File: src/verilog/fmb_pkg.sv
// shared constants for the move/bank-select execution block
// assumes a core sequencer that supplies one 2-bit quarter-phase code, Q1 to Q4
package fmb_pkg;
	localparam logic [3:0] MOVE_SRC_NIBBLE = 4'hc;
	localparam logic [3:0] MOVE_DST_NIBBLE = 4'hf;
	localparam logic [7:0] BANK_LOAD_OPCODE = 8'h01;
	localparam int ADDR_W = 12;
	localparam int DATA_W = 8;
	localparam logic [7:0] BANK_RESET = 8'h00;
	localparam logic [1:0] Q1 = 2'h0;
	localparam logic [1:0] Q2 = 2'h1;
	localparam logic [1:0] Q3 = 2'h2;
	localparam logic [1:0] Q4 = 2'h3;
	typedef enum logic [1:0] {ST_IDLE, ST_MOVE2} fmb_state_t;
endpackage

File: src/verilog/fmb_decode.sv
// combinational opcode decoder for the move/bank-select block
// assumes the instruction word is stable for the whole cycle
`timescale 1ns/10ps
module fmb_decode
(
	input wire logic [15:0] instr,
	output logic is_move_first,
	output logic is_move_second,
	output logic is_bank_load
);
	always_comb
	begin
		is_move_first = instr[15:12] == fmb_pkg::MOVE_SRC_NIBBLE;
		is_move_second = instr[15:12] == fmb_pkg::MOVE_DST_NIBBLE;
		is_bank_load = instr[15:8] == fmb_pkg::BANK_LOAD_OPCODE;
	end
endmodule // fmb_decode

File: src/verilog/fmb_exec.sv
// execution of the file-to-file move and bank-select literal load
// assumes: qphase and instr come from core logic on sys_clk, instr valid
// from Q1 through Q4; data-space read data returns in the same cycle.
`timescale 1ns/10ps
module fmb_exec
(
	input wire logic sys_clk,
	input wire logic rst,
	input wire logic [1:0] qphase,
	input wire logic [15:0] instr,
	input wire logic [7:0] rd_data,
	output logic [11:0] mem_addr,
	output logic rd_en,
	output logic wr_en,
	output logic [7:0] wr_data,
	output logic [7:0] bank_select_register,
	output logic flags_we,
	output logic busy
);
	typedef struct packed {
		fmb_pkg::fmb_state_t state;
		logic [7:0] held_byte;
		logic [7:0] bank;
		logic [11:0] addr;
		logic rd;
		logic wr;
		logic [7:0] wdat;
	} fmb_regs_t;

	fmb_regs_t cur_ff;
	fmb_regs_t nxt_cur;
	logic dec_first;
	logic dec_second;
	logic dec_bank;

	////////////////////////////////////////////////////////////////////////
	fmb_decode u_dec
	(
		.instr(instr),
		.is_move_first(dec_first),
		.is_move_second(dec_second),
		.is_bank_load(dec_bank)
	);

	////////////////////////////////////////////////////////////////////////
	always_comb
	begin
		nxt_cur = cur_ff;
		nxt_cur.rd = 1'b0;
		nxt_cur.wr = 1'b0;
		unique case (cur_ff.state)
			fmb_pkg::ST_IDLE:
			begin
				if (dec_first && qphase == fmb_pkg::Q1)
				begin
					nxt_cur.addr = instr[11:0];
					nxt_cur.rd = 1'b1;
				end
				if (dec_first && qphase == fmb_pkg::Q2)
					nxt_cur.held_byte = rd_data;
				if (dec_first && qphase == fmb_pkg::Q4)
					nxt_cur.state = fmb_pkg::ST_MOVE2;
				if (dec_bank && qphase == fmb_pkg::Q4)
					nxt_cur.bank = instr[7:0];
			end
			fmb_pkg::ST_MOVE2:
			begin
				if (qphase == fmb_pkg::Q3)
				begin
					nxt_cur.addr = instr[11:0];
					nxt_cur.wdat = cur_ff.held_byte;
					nxt_cur.wr = 1'b1;
				end
				if (qphase == fmb_pkg::Q4)
					nxt_cur.state = fmb_pkg::ST_IDLE;
			end
			default:
				nxt_cur.state = fmb_pkg::ST_IDLE;
		endcase
	end

	always_ff @(posedge sys_clk)
	begin
		if (rst)
		begin
			cur_ff.state <= fmb_pkg::ST_IDLE;
			cur_ff.held_byte <= 8'h00;
			cur_ff.bank <= fmb_pkg::BANK_RESET;
			cur_ff.addr <= 12'h000;
			cur_ff.rd <= 1'b0;
			cur_ff.wr <= 1'b0;
			cur_ff.wdat <= 8'h00;
		end
		else
			cur_ff <= nxt_cur;
	end

	////////////////////////////////////////////////////////////////////////
	// strobes are registered so they line up with the next quarter phase
	assign mem_addr = cur_ff.addr;
	assign rd_en = cur_ff.rd;
	assign wr_en = cur_ff.wr;
	assign wr_data = cur_ff.wdat;
	assign bank_select_register = cur_ff.bank;
	assign flags_we = 1'b0;
	assign busy = cur_ff.state == fmb_pkg::ST_MOVE2;
endmodule // fmb_exec

File: config.mk
export PLATFORM = sky130hd
export DESIGN_NAME = fmb_exec
export DESIGN_NICKNAME = d
export VERILOG_FILES = /design/src/verilog/fmb_pkg.sv /design/src/verilog/fmb_decode.sv /design/src/verilog/fmb_exec.sv
export SDC_FILE = /design/constraint.sdc
export NUM_CORES = 1
export LEC_CHECK = 0
export ABC_AREA = 1
export ABC_CLOCK_PERIOD_IN_PS = 990
export BUFFER_PORTS_ARGS = -buffer_cell sky130_fd_sc_hd__buf_2
export CAP_MARGIN = 20
export CORE_MARGIN = 2
export CORE_UTILIZATION = 46
export DETAILED_ROUTE_END_ITERATION = 10
export GPL_TIMING_DRIVEN = 0
export PLACE_DENSITY_LB_ADDON = 0.08
export SYNTH_ARGS = -nofsm -noshare
export SYNTH_HDL_FRONTEND = slang
export SYNTH_SLANG_ARGS = --single-unit
export TNS_END_PERCENT = 50
File: constraint.sdc
create_clock -name sys_clk -period 0.99 [get_ports sys_clk]
set_input_delay 0.0495 -clock sys_clk [delete_from_list [all_inputs] [get_ports sys_clk]]
set_output_delay 0.0495 -clock sys_clk [all_outputs]
set_load 0.005 [all_outputs]
### Word-level counts from Yosys, hierarchy flattened

Cells that the tools add are included.

* reductions and logical operators: 14
* equality and inequality tests: 10
* bitwise gates (word level): 2
* muxes and demuxes: 7

Operators by type and width (count)
* 12-bit case mux with 2 select lines: 1
* 13-bit 2-to-1 mux: 1
* 12-bit 2-to-1 mux: 1
* 9-bit 2-to-1 mux: 1
* 8-bit by 1-bit equality test with 1-bit output, second input constant: 1
* 2-bit AND reduction: 4
* 2-bit by 1-bit equality test with 1-bit output, second input constant: 2
* 2-bit equality test, second input constant: 2
* 4-bit equality test, second input constant: 1
* 1-bit logical AND: 4
* 2-bit logical NOT: 2
* 2-bit 2-to-1 mux: 2
* 2-bit by 1-bit != test with 1-bit output, second input constant: 2
* 2-bit != test, second input constant: 2
* 2-bit case mux with 2 select lines: 1
* 2-bit OR reduction: 2
* 3-bit AND reduction: 1
* 1-bit inverter: 2
* 2-bit nonzero test: 1

* register bits after elaboration: 40
* output and inout port bits: 32
* word-level logic and storage cells: 40
* input port bits: 28

### Logic depth before layout (Yosys ltp)

Gate-level depths: netlist of run 1.

* word-level depth: 4
* mapped depth: 8
* mapped depth without buffers: 7

### Modules after synthesis

A second synthesis of run 1 with hierarchy kept.

* cell total of the unflattened synthesis: 226
* area total of the unflattened synthesis: 1697.9 µm²

By module, submodules not included
* fmb_exec: instances 1, cells each 214, area an instance 1649.1 µm²
* fmb_decode: instances 1, cells each 12, area an instance 48.8 µm²

### Worst setup path after synthesis of run 1

Ideal clock, no wire load.

* kind: flip-flop to flip-flop
* start point: register cur_ff[38] (netlist name)
* end point: register cur_ff, in the netlist mem_addr[0]
* slack: -0.114 ns
* data arrival time: 0.989 ns
* data required time: 0.875 ns
* cell stages (with the launch flop): 7
* cell sequence: dfxtp_1 -> inv_2 -> nor2_1 -> nand2_2 -> buf_4 -> a21oi_1 -> nor2_1

* cells in the longest elaborated chain, start to end: 3
* elaborated cells between the ends (all ways): 7
* those cells by class: 3 x eq/ne; 1 x mux; 3 x reduce/logical

Ends and longest elaborated chain
* start, declared: line fmb_exec.sv:30 `fmb_regs_t cur_ff;`
* start signal, assigned: line fmb_exec.sv:95 `cur_ff <= nxt_cur;`
* 2-bit by 1-bit equality test with 1-bit output or 2-bit logical NOT (tied branches): line fmb_exec.sv:51 `unique case (cur_ff.state)`
* 2-bit by 1-bit != test with 1-bit output (no source line), or another cell as far along
* 3-bit AND reduction (no source line)

Several ways; a longest one is shown, not always the timed one.
A chain may end at the register's enable or synchronous reset.

### Worst setup path in the final report of run 1

* start point: register cur_ff[38] (netlist name)
* end point: register cur_ff, in the netlist mem_addr[5]

Same word-level chain as after synthesis.

==> impl_metrics.toml, run 1 <==
[placement]
place_area_sq_um = 2370
place_congestion = 0.808
post-dp-hpwl_microns = 3060
portBuffers = 58

[drt]
post_drt_wl_per_cell_microns = 11.2
viasPerCell = 4.46
vias = 1912
dr.pass1.iters = 4
drt_iter0_markers = 102
drc = 0
final_antenna_net_count = 0
wl_microns = 4800

[worst_setup_path]
rr_worst_depth = 7
startpoint_type = "flip-flop"
reg2reg_from = "cur_ff[38]"
critPathKind = "reg -> reg"
slowest_delay_ns = 0.38
path_cells = "inv_6 > nor2_4 > nand2_4 > buf_8 > nand3_1 > nand2_1 > nor2_1"
crit-reg2reg-capture = "mem_addr[5]"
cp_data_required_time_ns = 1.21
r2r_slack_ns = -0.14
critPathTopFamily = "simple AND/OR/NAND/NOR gates"
crit_path_end_kind = "flip-flop"
cp_num_buf_inv = 2
arrival_ns = 1.35
cp_max_fo = 10
cp_slowest_cell = "dfxtp_4"

[layout]
mostFrequentLayoutCell = "buf_2"
final-seq-area_sq_um = 785
num_antenna_cells = 0
multiInputGateArea_sq_um = 880
drive_gt1_frac = 0.433
fin_util = 0.702
mostFrequentLayoutCells = "61 x buf_2, 52 x inv_1, 44 x nand2_1"
nFillCells = 359
layout.nets = 406
area_growth_pct = 43.6
finish.instance_area_sq_um = 2870

[logic_synthesis]
synth_area_sq_um = 2000
ys_ff_latch = 39
synthesis.yosys.warnings = 0
syn-num-nets = 319
seq_area_frac_synth = 0.391
post_synth.cell_area_avg_sq_um = 6.87
synth_cell_types = 21
synthCells = 291

[worst_hold_path]
min_delay_worst_endpoint = "cur_ff[35]"
holdPathStages = 3
hold_start = "rd_data[5]"
hold_path_class = "in -> reg"

[grt]
antenna_found_initial = 0
grt_pass1_vias = 1790
grt_pass1_wl_microns = 7760
grt-ovfl-total = 0
track_usage = 0.198
grt_max_degree = 12

[power]
power_density_nw_per_um2 = 1020
irDropWorstVdd_mv = 0.902
switchingPower_mw = 0.723
total_power_mw = 2.94
seqPwrFrac = 0.541
internal_power_mw = 2.21
p_leak_nw = 1.54
swShare = 0.246
p_comb_frac = 0.103
clockPowerShare = 0.356

[timing]
final.min_clock_period_ns = 1.13
rsz0062_at_grt = "true"
fmax_ghz = 0.887
setup_viol = 38
finalClockSkew_ns = 0.00552
fin_tns_setup_ns = -3.86
finalHoldViolations = 0
drv_slew = 0
setup_ws_ns = -0.137
period_share = 1.14

[floorplan]
core-area_sq_um = 4090
row_count = 23
start_util = 0.489
ioPinCount = 60
die_h_microns = 69.9
die_w_microns = 69.9
die_area_sq_um = 4890

[run_status]
status = "finished, violations left"
failed_checks = "setup timing"

[clocking]
clockBufferDepth = 2
cts_made_buffers = 5
clkSinkCount = 39
root_buffer = "clkbuf_8"
htree_levels = 2
tritoncts = "built"
clk_latency_ns = 0.29
cts.clk_slew.worst_paths_ns = 0.07

[run]
cap_violations = 0
==> cell usage after synthesis <==
| library cell | number | area (sq um) |
|---|---|---|
| clkinv_1 | 1 | 3.75 |
| inv_1 | 53 | 199 |
| inv_2 | 2 | 7.51 |
| nor2_2 | 1 | 6.26 |
| nand2_2 | 3 | 18.8 |
| nor3_4 | 1 | 16.3 |
| o21ai_2 | 2 | 17.5 |
| nand2_1 | 53 | 199 |
| buf_4 | 31 | 233 |
| nand3_2 | 1 | 10.0 |
| conb_1 | 1 | 3.75 |
| a21oi_1 | 21 | 105 |
| nand3_1 | 20 | 100 |
| o21ai_0 | 6 | 30.0 |
| buf_6 | 4 | 45.0 |
| nand4_1 | 1 | 6.26 |
| nor2_4 | 1 | 11.3 |
| buf_2 | 3 | 15.0 |
| nor2_1 | 46 | 173 |
| dfxtp_1 | 39 | 781 |
| nand3_4 | 1 | 17.5 |
==> timing repair <==
| action | 4_1_cts | 5_1_grt |
|---|---|---|
| buffers inserted | 7 | 2 |
| hold buffers | 10 | 0 |
| setup endpoints to repair | 37 | 37 |
| gates resized for setup | 32 | 28 |
| hold endpoints to repair | 12 | 0 |
| pin swaps | 7 | 17 |
| cloned | 2 | 1 |
==> layer usage <==
| layer | wire length [microns] | GRT usage |
|---|---|---|
| met1 | 2000 | 0.219 |
| met2 | 2510 | 0.365 |
| met3 | 252 | 0.0491 |
| met4 | 40 | 0.0705 |
| met5 | 0 | 0 |
==> cell type report <==
cell class                      instances  area share
Tap cell                               50      0.0218
Clock inverter                          1     0.00174
Buffer                                 38       0.109
Inverter                               56      0.0768
Timing Repair Buffer                   80       0.184
Clock buffer                            7      0.0266
Multi-Input combinational cell        158       0.307
Sequential cell                        39       0.273
==> cells by family after synthesis <==
| group | synth area share |
|---|---|
| buffers and inverters | 0.252 |
| other | 0.00188 |
| AND/OR/NAND/NOR | 0.279 |
| AO/OA/AOI/OAI | 0.0764 |
| flip-flops | 0.391 |
==> flip-flops by register name, indices dropped and copies added, names as in the netlist <==
signal                flops
rd_en                     1
bank_select_register      8
mem_addr                 12
cur_ff                    9
wr_data                   8
wr_en                     1
==> worst max path at each step <==
| stage | startpoint | endpoint | depth (start not counted) |
|---|---|---|---|
| 5_1_grt | cur_ff[38] | bank_select_register[7] | 7 |
| 4_1_cts | cur_ff[38] | bank_select_register[2] | 7 |
| 3_5_place_dp | cur_ff[38] | mem_addr[2] | 7 |
| 2_1_floorplan | cur_ff[38] | mem_addr[0] | 7 |
| 3_3_place_gp | cur_ff[38] | mem_addr[2] | 7 |
| 6_report | cur_ff[38] | mem_addr[5] | 7 |
==> stage by stage <==
stage	hold WS [ns]	std cells	setup slack, ns
4_1_cts	0.00502	426	-0.119
3_5_place_dp	0.268	399	-0.185
2_1_floorplan	0.111	291	-0.0677
5_1_grt	0.00481	429	-0.217
3_3_place_gp	0.261	399	-0.186
6_report	0.0139	429	-0.137
==> worst register-to-register path, stage by stage, from the launching register on <==
cell,delay [ns]
dfxtp_4,0.38
inv_6,0.05
nor2_4,0.09
nand2_4,0.12
buf_8,0.17
nand3_1,0.08
nand2_1,0.05
nor2_1,0.12
==> power by group through the flow <==
stage          Sequential (mW)  Combinational [mW]  Clock [mW]
3_3_place_gp              1.63               0.233           0
2_1_floorplan             1.62               0.126           0
3_5_place_dp              1.63               0.235           0
5_1_grt                   1.59               0.333        1.14
4_1_cts                   1.59               0.284        1.08
6_report                  1.59               0.304        1.05
Power figures use the tool's default switching activity.
==> run 2, diff against run 1 <==
--- a/config.mk
+++ b/config.mk
@@ -6,14 +6,16 @@
 export NUM_CORES = 1
 export LEC_CHECK = 0
 export ABC_AREA = 1
-export ABC_CLOCK_PERIOD_IN_PS = 990
+export ABC_CLOCK_PERIOD_IN_PS = 1150
 export BUFFER_PORTS_ARGS = -buffer_cell sky130_fd_sc_hd__buf_2
 export CAP_MARGIN = 20
 export CORE_MARGIN = 2
-export CORE_UTILIZATION = 46
+export CORE_UTILIZATION = 51
 export DETAILED_ROUTE_END_ITERATION = 10
 export GPL_TIMING_DRIVEN = 0
+export HOLD_SLACK_MARGIN = 0.06
 export PLACE_DENSITY_LB_ADDON = 0.08
+export SKIP_CTS_REPAIR_TIMING = 1
 export SYNTH_ARGS = -nofsm -noshare
 export SYNTH_HDL_FRONTEND = slang
 export SYNTH_SLANG_ARGS = --single-unit
==> constraint.sdc (replaced) <==
create_clock -name sys_clk -period 1.15 [get_ports sys_clk]
set_input_delay 0.0575 -clock sys_clk [delete_from_list [all_inputs] [get_ports sys_clk]]
set_output_delay 0.0575 -clock sys_clk [all_outputs]
set_load 0.005 [all_outputs]
==> impl_metrics.toml, run 2 (synthesized netlist as in run 1, its figures left out) <==
[clocking]
cts.clk_slew.worst_paths_ns = 0.07
clkSinkCount = 39
clk_latency_ns = 0.28
cts_made_buffers = 5
clockBufferDepth = 2
htree_levels = 2
root_buffer = "clkbuf_8"
tritoncts = "built"

[worst_setup_path]
cp_data_required_time_ns = 1.33
startpoint_type = "flip-flop"
reg2reg_from = "cur_ff[38]"
r2r_slack_ns = -0.03
crit-reg2reg-capture = "mem_addr[2]"
arrival_ns = 1.36
cp-startpoint = "cur_ff[38]"
rr_worst_depth = 7
critPathKind = "reg -> reg"
cp_max_fo = 7
crit_path_end_kind = "flip-flop"

[timing]
setup_ws_ns = -0.0345
period_share = 1.03
final.min_clock_period_ns = 1.18
fmax_ghz = 0.844
setup_viol = 6
finalClockSkew_ns = 0.00316
finalHoldViolations = 0
rsz0062_at_grt = "true"
drv_slew = 0

[drt]
drc = 0
vias = 1920
final_antenna_net_count = 0
dr.pass1.iters = 4
viasPerCell = 4.49
wl_microns = 4420
post_drt_wl_per_cell_microns = 10.3
drt_iter0_markers = 57

[floorplan]
die_area_sq_um = 4430
start_util = 0.538
row_count = 22
ioPinCount = 60
core-area_sq_um = 3720
die_w_microns = 66.6
die_h_microns = 66.6

[grt]
grt_max_degree = 12
grt-ovfl-total = 0
grt_pass1_wl_microns = 6270
track_usage = 0.190
grt_pass1_vias = 1510
antenna_found_initial = 0

[layout]
num_antenna_cells = 0
mostFrequentLayoutCell = "buf_2"
drive_gt1_frac = 0.395
mostFrequentLayoutCells = "61 x buf_2, 52 x inv_1, 50 x nand2_1"
finish.instance_area_sq_um = 2840
layout.nets = 408
area_growth_pct = 42.3
fin_util = 0.765
largest_reg_flops = 12

[power]
p_leak_nw = 1.56
power_density_nw_per_um2 = 902
irDropWorstVdd_mv = 0.968

[placement]
post-dp-hpwl_microns = 2940
place_area_sq_um = 2350
portBuffers = 58
place_congestion = 0.799

[worst_hold_path]
holdPathStages = 3
hold_path_class = "in -> reg"
hold_start = "rd_data[0]"
min_delay_worst_endpoint = "cur_ff[30]"

[run]
cap_violations = 0

[run_status]
status = "finished, violations left"
failed_checks = "setup timing"
-- run 2: changes by cell type in the layout (fill, tap and decap cells not counted), sizes merged --
cell	delta
buf	-5
dlygate4sd3	+7
clkbuf	-1
-- run 2: cell type report --
type	instances	area, sq um
inverter	56	218
timing repair buffer	82	542
clock inverter	1	5.00
clock buffer	6	82.6
sequential	39	785
tap	48	60.1
buffer	38	312
multi-input combinational	158	841
fill	305	872
-- run 2: report_power, final --
part | switching, mW | internal [mW] | leakage, nW | total (mW)
clock | 0.455 | 0.470 | 0.0470 | 0.925
combinational | 0.141 | 0.133 | 1.20 | 0.274
sequential | 0.00580 | 1.36 | 0.315 | 1.37
total | 0.602 | 1.96 | 1.56 | 2.57
-- run 2: per-layer routing --
layer  vias to the layer above  part of all wire  GRT usage
li1                       1017                 -          -
met1                       847              0.43      0.204
met2                        46              0.51      0.349
met3                        10             0.044     0.0473
met4                         0             0.024     0.0791
met5                         -                 0          0
-- run 2: how the worst max path moves through the flow --
stage	cells after the start	slack [ns]	endpoint
final	7	-0.03	mem_addr[2]
after global routing	7	-0.07	mem_addr[2]
after CTS	6	-0.12	bank_select_register[7]
after detailed placement	6	-0.12	bank_select_register[7]
after global placement	6	-0.1	mem_addr[2]
after floorplan	6	0.05	mem_addr[0]
-- run 2: metrics by stage --
step / total power, mW / hold slack (ns) / worst slack, ns / cells / setup TNS (ns)
floorplan: 1.50 / 0.127 / 0.0457 / 291 / 0
global placement: 1.59 / 0.276 / -0.0974 / 397 / -1.27
detailed placement: 1.60 / 0.278 / -0.117 / 397 / -1.29
CTS: 2.51 / -0.0317 / -0.123 / 404 / -1.69
global route: 2.68 / 0.0609 / -0.0719 / 428 / -1.00
finish: 2.57 / 0.0196 / -0.0345 / 428 / -0.0620
-- run 2: worst max-delay path: stages (launching register included) --
cell,delay (ns)
dfxtp_4,0.36
inv_4,0.08
nand2_4,0.06
nor2_4,0.11
nand2_4,0.10
buf_6,0.16
a21oi_2,0.13
nor2_1,0.06
